`src/hw/supervisor_cfg.svh`:
```
// Timing and level constants of the supply supervisor reset generator
`ifndef SUPERVISOR_CFG_SVH
`define SUPERVISOR_CFG_SVH
`define CLK_PERIOD_PS      4000
`define VREF_MV            300
`define HYST_MV            3
`define TRST_MIN_MS        140
`define TRST_MAX_MS        280
`define TRST_CYCLES        ((`TRST_MIN_MS * 1000000) / (`CLK_PERIOD_PS / 1000))
`define GLITCH_NS          20000
`define GLITCH_CYCLES      ((`GLITCH_NS * 1000 + `CLK_PERIOD_PS - 1) / `CLK_PERIOD_PS)
`define DEEP_MV            100
`define GLITCH_DEEP_CYCLES ((`GLITCH_CYCLES) / 4)
`define POL_HIGH           2'h0
`define POL_LOW_PP         2'h1
`define POL_LOW_OD         2'h2
`endif

```
`src/hw/supervisor_pkg.sv`:
```
// Types shared by the supply supervisor reset generator
package supervisor_pkg;
    typedef enum logic [1:0] {ST_HOLD, ST_TIMING, ST_RUN} rst_state_e;
    typedef struct packed {
        logic level;
        logic out;
        logic oe;
    } rst_pin_s;
endpackage

```
`src/hw/supply_supervisor_reset_gen.sv`:
```
// Reset generator: undervoltage and manual reset feed a timed reset output
`timescale 1ns/100ps
`default_nettype none
`include "supervisor_cfg.svh"
// Functional notes
// - Monitor below 300 mV reference flags undervoltage and starts reset.
// - Undervoltage decision has hysteresis against chatter.
// - Reset stays asserted while manual reset low or undervoltage present.
// - After both causes clear, reset holds at least the timeout.
// - Power-on yields a reset pulse released after the timeout.
// - Manual reset low for at least two cycles asserts reset five cycles later, in any state.
// - Unconnected manual reset input counts as released (high).
// - Brief dips below threshold ignored; deeper dips tolerated shorter.
// - Open-drain variant only pulls reset low, else releases.
module supply_supervisor_reset_gen
    import supervisor_pkg::*;
#(
    parameter logic [1:0] POLARITY = `POL_LOW_PP,
    parameter int         MW       = 12,
    parameter int         TRST     = `TRST_CYCLES,
    parameter int         GLITCH   = `GLITCH_CYCLES,
    parameter int         GDEEP    = `GLITCH_DEEP_CYCLES,
    parameter int         TW       = 26
) (
    // Clock and reset
    input  wire logic          clk_sys,
    input  wire logic          nrst,
    // Monitored level, digitised, in millivolts
    input  wire logic [MW-1:0] level_mv,
    // Manual reset, with its pin-connected flag
    input  wire logic          manual_reset_n,
    input  wire logic          manual_reset_n_oe,
    // Reset output pin and internal reset state
    output logic               rst_out,
    output logic               rst_oe,
    output logic               rst_active_r
);
    // Latency budget, in clk_sys cycles:
    //   manual reset pin to reset state   five (three sync flops, the
    //                                     agreement filter, the state);
    //                                     far below what a switch or a
    //                                     logic source could notice
    //   level below the trip point        GLITCH, or GDEEP on deep dips,
    //                                     then one more to reach the pin
    //   last cause gone to release        TRST plus the path above
    // Every route ends in the one state register, so all polarity
    // variants switch on the same edge.

    // Glitch counter width inside the undervoltage filter
    localparam int            GW        = 16;
    // Timer value at which the hold time has fully elapsed
    localparam logic [TW-1:0] TMR_END   = TW'(TRST);
    // Synchroniser depth on the manual reset pin
    localparam int            SYNC_N    = 3;
    // Polarity decode, fixed at build time
    localparam logic          POL_IS_HI = (POLARITY == `POL_HIGH);
    localparam logic          POL_IS_OD = (POLARITY == `POL_LOW_OD);

    rst_state_e        state_r;
    rst_state_e        state_nxt;
    logic [TW-1:0]     tmr_r;
    logic [TW-1:0]     tmr_nxt;
    logic [SYNC_N-1:0] mr_sync_r;
    logic [SYNC_N-1:0] mr_sync_nxt;
    logic              mr_low_r;
    logic              mr_low_nxt;
    logic              uv;
    logic              pin_out_nxt;
    logic              pin_oe_nxt;
    rst_pin_s          pin_nxt;
    rst_pin_s          pin_rst;

    // Undervoltage comparison, hysteresis and transient rejection
    uv_detect #(
        .MW     (MW),
        .CW     (GW),
        .GLITCH (GLITCH),
        .GDEEP  (GDEEP)
    ) u_uv (
        .clk_sys  (clk_sys),
        .nrst     (nrst),
        .level_mv (level_mv),
        .uv_r     (uv)
    );

    // Floating pin is seen as released, as the weak pull-up would do
    wire mr_pin      = manual_reset_n_oe ? manual_reset_n : 1'b1;

    // The pin is asynchronous, so it never reaches the state logic raw:
    // a level only counts once the last two flops agree. The few cycles
    // this costs are the price of a metastability-free reset path.
    assign mr_sync_nxt = {mr_sync_r[SYNC_N-2:0], mr_pin};
    wire mr_agree    = mr_sync_r[SYNC_N-1] == mr_sync_r[SYNC_N-2];
    wire mr_seen_low = !mr_sync_r[SYNC_N-1];
    assign mr_low_nxt = mr_agree ? mr_seen_low : mr_low_r;

    // Any cause keeps or forces the reset
    wire uv_cause    = uv;
    wire mr_cause    = mr_low_r;
    wire cause       = uv_cause || mr_cause;

    // Timer runs only while waiting out the hold time
    wire timing      = (state_nxt == ST_TIMING);
    wire tmr_done    = (tmr_r >= TMR_END);
    assign tmr_nxt   = timing ? tmr_r + TW'(1) : '0;

    // HOLD:   a cause stands, the reset is asserted
    // TIMING: no cause, the hold time is being counted out
    // RUN:    released until the next cause
    always_comb begin
        state_nxt = state_r;
        unique case (state_r)
            ST_HOLD: begin
                if (!cause)
                    state_nxt = ST_TIMING;
            end
            ST_TIMING: begin
                if (cause)
                    state_nxt = ST_HOLD;
                else if (tmr_done)
                    state_nxt = ST_RUN;
            end
            ST_RUN: begin
                if (cause)
                    state_nxt = ST_HOLD;
            end
            default: state_nxt = ST_HOLD;
        endcase
    end

    // A new cause during timing restarts the full hold time
    wire assert_nxt  = (state_nxt != ST_RUN);

    // One internal state drives every polarity variant:
    //   active high        out follows the state, always driven
    //   active low         out is its inverse, always driven
    //   open drain         out stays low, only the enable follows,
    //                      so a shared processor pin may pull low too
    wire hi_out      = assert_nxt;
    wire lo_out      = !assert_nxt;
    wire od_oe       = assert_nxt;

    assign pin_out_nxt = POL_IS_HI ? hi_out :
                         (POL_IS_OD ? 1'b0 : lo_out);
    assign pin_oe_nxt  = POL_IS_OD ? od_oe : 1'b1;
    assign pin_nxt     = '{level: assert_nxt, out: pin_out_nxt,
                           oe: pin_oe_nxt};

    // Value the pin takes while the block is held in reset
    assign pin_rst     = '{level: 1'b1, out: POL_IS_HI, oe: 1'b1};

    // Pin samples; only the second flop reads the first.
    // Reset to released so no false press follows reset.
    always_ff @(posedge clk_sys) begin
        if (!nrst) begin
            mr_sync_r <= '1;
        end else begin
            mr_sync_r <= mr_sync_nxt;
        end
    end

    // Filtered manual reset level, held while the samples disagree
    always_ff @(posedge clk_sys) begin
        if (!nrst) begin
            mr_low_r <= 1'b0;
        end else begin
            mr_low_r <= mr_low_nxt;
        end
    end

    // Hold-time counter, cleared whenever it is not counting
    always_ff @(posedge clk_sys) begin
        if (!nrst) begin
            tmr_r <= '0;
        end else begin
            tmr_r <= tmr_nxt;
        end
    end

    // Reset value is ST_HOLD so power-on always yields a full pulse
    always_ff @(posedge clk_sys) begin
        if (!nrst) begin
            state_r <= ST_HOLD;
        end else begin
            state_r <= state_nxt;
        end
    end

    // Internal reset state, active high whatever the pin polarity
    always_ff @(posedge clk_sys) begin
        if (!nrst) begin
            rst_active_r <= pin_rst.level;
        end else begin
            rst_active_r <= pin_nxt.level;
        end
    end

    // Pin value, registered so the pin never glitches
    always_ff @(posedge clk_sys) begin
        if (!nrst) begin
            rst_out <= pin_rst.out;
        end else begin
            rst_out <= pin_nxt.out;
        end
    end

    // Pin enable, registered on the same edge as the value
    always_ff @(posedge clk_sys) begin
        if (!nrst) begin
            rst_oe <= pin_rst.oe;
        end else begin
            rst_oe <= pin_nxt.oe;
        end
    end
endmodule
`default_nettype wire

```
`src/hw/uv_detect.sv`:
```
// Undervoltage decision with hysteresis and depth-weighted glitch rejection
`timescale 1ns/100ps
`default_nettype none
`include "supervisor_cfg.svh"
module uv_detect #(
    parameter int MW      = 12,
    parameter int CW      = 16,
    parameter int GLITCH  = `GLITCH_CYCLES,
    parameter int GDEEP   = `GLITCH_DEEP_CYCLES
) (
    // Clock and reset
    input  wire logic          clk_sys,
    input  wire logic          nrst,
    // Sampled monitor level in millivolts
    input  wire logic [MW-1:0] level_mv,
    // Filtered undervoltage flag
    output logic               uv_r
);
    localparam logic [MW-1:0] VREF = MW'(`VREF_MV);
    localparam logic [MW-1:0] VHI  = MW'(`VREF_MV + `HYST_MV);
    localparam logic [MW-1:0] VDEEP = MW'(`VREF_MV - `DEEP_MV);

    logic [CW-1:0] cnt_r;
    logic [CW-1:0] cnt_nxt;
    wire           below = level_mv < VREF;
    wire           above = level_mv >= VHI;
    wire           deep  = level_mv < VDEEP;
    wire [CW-1:0]  limit = deep ? CW'(GDEEP) : CW'(GLITCH);
    wire           trip  = below && (cnt_r >= limit - CW'(1));

    // Deeper dips need less time below threshold to count
    assign cnt_nxt = !below ? '0 : (trip ? cnt_r : cnt_r + CW'(1));

    always_ff @(posedge clk_sys) begin
        if (!nrst) begin
            cnt_r <= '0;
            uv_r  <= 1'b1;
        end else begin
            cnt_r <= cnt_nxt;
            if (trip)
                uv_r <= 1'b1;
            else if (above)
                uv_r <= 1'b0;
        end
    end
endmodule
`default_nettype wire

```
`config.mk`:
```
export PLATFORM = sky130hd
export DESIGN_NAME = supply_supervisor_reset_gen
export DESIGN_NICKNAME = d
export VERILOG_FILES = /design/src/hw/supervisor_pkg.sv /design/src/hw/supply_supervisor_reset_gen.sv /design/src/hw/uv_detect.sv
export VERILOG_INCLUDE_DIRS = /design/src /design/src/hw
export SDC_FILE = /design/constraint.sdc
export NUM_CORES = 1
export LEC_CHECK = 0
export BUFFER_PORTS_ARGS = -buffer_cell sky130_fd_sc_hd__buf_4
export CORE_MARGIN = 2
export CORE_UTILIZATION = 53
export CTS_BUF_LIST = sky130_fd_sc_hd__clkbuf_4 sky130_fd_sc_hd__clkbuf_8
export DETAILED_ROUTE_END_ITERATION = 12
export PLACE_DENSITY = 0.81
export SLEW_MARGIN = 20
export SYNTH_ARGS = -nofsm -noshare
export SYNTH_HDL_FRONTEND = slang
export SYNTH_HIERARCHICAL = 1
export SYNTH_SLANG_ARGS = --single-unit
```
`constraint.sdc`:
```
create_clock -name clk_sys -period 9.49 [get_ports clk_sys]
set_input_delay 2.3725 -clock clk_sys [delete_from_list [all_inputs] [get_ports clk_sys]]
set_output_delay 2.3725 -clock clk_sys [all_outputs]
set_load 0.1 [all_outputs]
```
==> metrics.md <==
| Metric | Value |
|---|---|
| Status | `completed` |
| Met1 Track Usage GR | `21.4%` |
| Worst setup EP type | `flip-flop` |
| First drt pass iteration count | `4` |
| Root Buffer | `clkbuf_8` |
| Clk Latency, worst-skew pair | `0.32 ns` |
| Die Footprint | `0.00523 sq mm` |
| CP bufs+invs | `1` |
| Post-cts resize count | `0` |
| Cell Rows | `24` |
| H-Tree Depth | `2` |
| Count of final hold-check violations | `0` |
| Num ports | `19` |
| Nets | `320` |
| Kind of critical path | `in -> reg` |
| DR vias | `1953` |
| Synth warn | `6` |
| Worst ir drop on vdd | `81.6 uV` |
| # Post-CTS Setup Buffers | `0` |
| Max-cap violations | `0` |
| PortBufs | `17` |
| Initial core utilization | `56.0%` |
| TritonCTS Sinks | `51` |
| P&R area growth vs syn | `9.96%` |
| Synth Flop Type | `dfxtp_1` |
| TritonCTS buffer count | `5` |
| Die Ht | `72.3 um` |
| CP top delay family | `simple AND/OR/NAND/NOR gates` |
| Most frequent cells in the layout | `dfxtp_1, nor2_1, xor2_1, nand2_1, buf_4` |
| Met3 Use GR | `4.03%` |
| Leakage | `0.000977 uW` |
| Core box area | `0.00441 sq mm` |
| Final Util | `61.6%` |
| # DRC | `0` |
| Hold-fix buffers, CTS | `0` |
| Gr usage total | `17.7%` |
| Largest net degree at the start of global routing | `27` |
| Vias per cell | `5.64` |
| Most heavily used metal layer in global routing | `met2` |
| Post-synth EDFFs | `0` |
| Syn Std Cell Area | `0.00247 sq mm` |
| Syn nets | `301` |
| Setup Skew | `0.0115 ns` |
| Final setup fails | `0` |
| Async S/R FF share, synth | `0%` |
| Area of the multi-input gates | `0.00137 sq mm` |
| Worst Path Arrival | `4.98 ns` |
| Starting DRT DRC Count | `50` |
| Grt met2 use | `30.3%` |
| CTS Buffer Depth | `2` |
| Crit start category | `primary input` |
| Setup_tns | `0 ns` |
| Slew at the pin closest to its max-slew limit | `0.674 ns` |
| Final WS setup | `4.74 ns` |
| FILL cells | `368` |
| Layout cells sized above 1 | `13.6%` |
| Worst path required time | `9.72 ns` |
| Die X | `72.3 um` |
| Commonest non-fill, non-tap cell in the layout | `dfxtp_1` |
| Final RePlAce weighted congestion | `0.788` |
| Vias in the first global route | `1805` |
| Register bit total from synthesis | `51` |
| Headroom to the max-slew limit | `54.9%` |
| Initial antenna violation count | `0` |
| Clock slew at reported path FFs | `0.09 ns` |
| Total wire length | `4390 um` |
| Worst-path fanout max | `12` |
| Cell variety after synth | `48` |
| Final period util | `50.1%` |
| Global route overflow | `0` |
| DR WL/cell | `12.7 um` |
| Routed Antenna Nets | `0` |
| Slew Viols, Final | `0` |
| # diodes | `0` |
| Peak per-stage delay on the critical path | `0.54 ns` |
| Pre-CTS setup slack | `4.43 ns` |
| Cells after synthesis | `274` |
| CTS tree | `yes` |
| Sequential Area | `0.00102 sq mm` |
| Sequence of cells on the critical path | `buf_4 > nor4_1 > nand2_1 > ha_1 > or4_4 > a211oi_4 > o21ai_2 > or4_1 > a21oi_1` |
| Cell Pwr Density | `134 mW/mm^2` |
| RSZ-0062 raised after global routing | `false` |
| Worst path slowest cell | `or4_1` |
| Hpwl dp | `3150 um` |
| Final min period | `4.75 ns` |
| Min-delay worst type | `reg -> reg` |
| FMAX | `211 MHz` |
| Sequential share of the synthesized area | `41.3%` |
| Post-Synthesis Mean Instance Area | `9.03 sq um` |
| First-pass GRT wire length | `7360 um` |
-- synthesized netlist by cell type, drive strengths merged, types with 2 or more instances --
library cell	n	area, sq um
a211o	2	17.5
a211oi	2	32.5
a21o	2	16.3
a21oi	15	75.1
and2	3	20.0
and3	9	58.8
buf	4	41.3
dfxtp	51	1020
ha	11	138
inv	11	41.3
nand2	19	71.3
nand2b	2	12.5
nand3	16	80.1
nand4	8	50.1
nand4b	3	26.3
nor2	38	148
nor3	3	20.0
nor4	7	50.1
o2111ai	2	17.5
o211a	2	27.5
o211ai	3	22.5
o21ai	8	55.1
o31ai	5	37.5
or3	2	12.5
or4	8	63.8
xnor2	8	70.1
xor2	21	184
-- area by class of cell --
class / instances / area share, %
clock buffers: 6 / 3.04
repair buffers: 17 / 4.69
clock inverters: 2 / 0.598
inverters: 11 / 1.52
well taps: 52 / 2.39
flip-flops and latches: 51 / 37.5
multi-input cells: 207 / 50.2
-- report_power, final --
| group | internal [uW] | switching, uW | total (uW) |
|---|---|---|---|
| Combinational | 6.61 | 8.52 | 15.1 |
| Sequential | 215 | 0.959 | 216 |
| Clock | 59.6 | 74.8 | 134 |
-- flip-flops by register name, indices dropped and copies added, names as in the netlist --
name	count
mr_cause	1
mr_sync_r	3
rst_active_r	1
rst_out	1
state_r	2
tmr_r	26
u_uv/cnt_r	16
u_uv/uv_r	1
-- routing by layer --
metal	share of wire (%)	wire length (um)
met5	0	0
met4	1.6	72
met3	2.8	125
met2	47	2070
met1	48	2120
-- final timing paths --
kind	from	end	cells after the start	slack [ns]
setup / recovery	level_mv[10]	u_uv/cnt_r[7]$_SDFFE_PN0N_	9	4.74
hold reg to reg	mr_sync_r[0]$_SDFF_PN1_	mr_sync_r[1]$_SDFF_PN1_	1	0.41
hold / removal	mr_sync_r[0]$_SDFF_PN1_	mr_sync_r[1]$_SDFF_PN1_	1	0.41
setup reg to reg	u_uv/cnt_r[5]$_SDFFE_PN0N_	u_uv/cnt_r[7]$_SDFFE_PN0N_	6	7.12
-- through the flow --
stage	hold WS [ns]	power (uW)	instances	instance area [sq um]
2_1_floorplan	0.386	230	274	2470
3_3_place_gp	0.388	236	338	2620
3_5_place_dp	0.396	236	338	2620
4_1_cts	0.418	369	346	2720
5_1_grt	0.436	378	346	2720
6_report	0.415	366	346	2720
-- worst reg2reg max path, cell delays in order, from the launching register on --
cell,delay (ns)
dfxtp_1,0.36
ha_1,0.22
or4_4,0.49
a211oi_4,0.31
o21ai_2,0.22
or4_1,0.54
a21oi_1,0.15
-- cells by family (layout without fill, tap and decap cells) --
family / count (synthesis) / after routing / share of synthesized area [%]
multiplexers: 1 / 1 / 0.405
flip-flops: 51 / 51 / 41.3
buffers and inverters: 16 / 36 / 3.49
XOR/XNOR: 29 / 29 / 10.3
AND/OR/NAND/NOR: 122 / 122 / 26.1
AO/OA/AOI/OAI: 43 / 43 / 12.8
other: 1 / 1 / 0.152
adder cells (fa/ha/maj): 11 / 11 / 5.56
No activity file was read; power rests on OpenSTA's default activity.
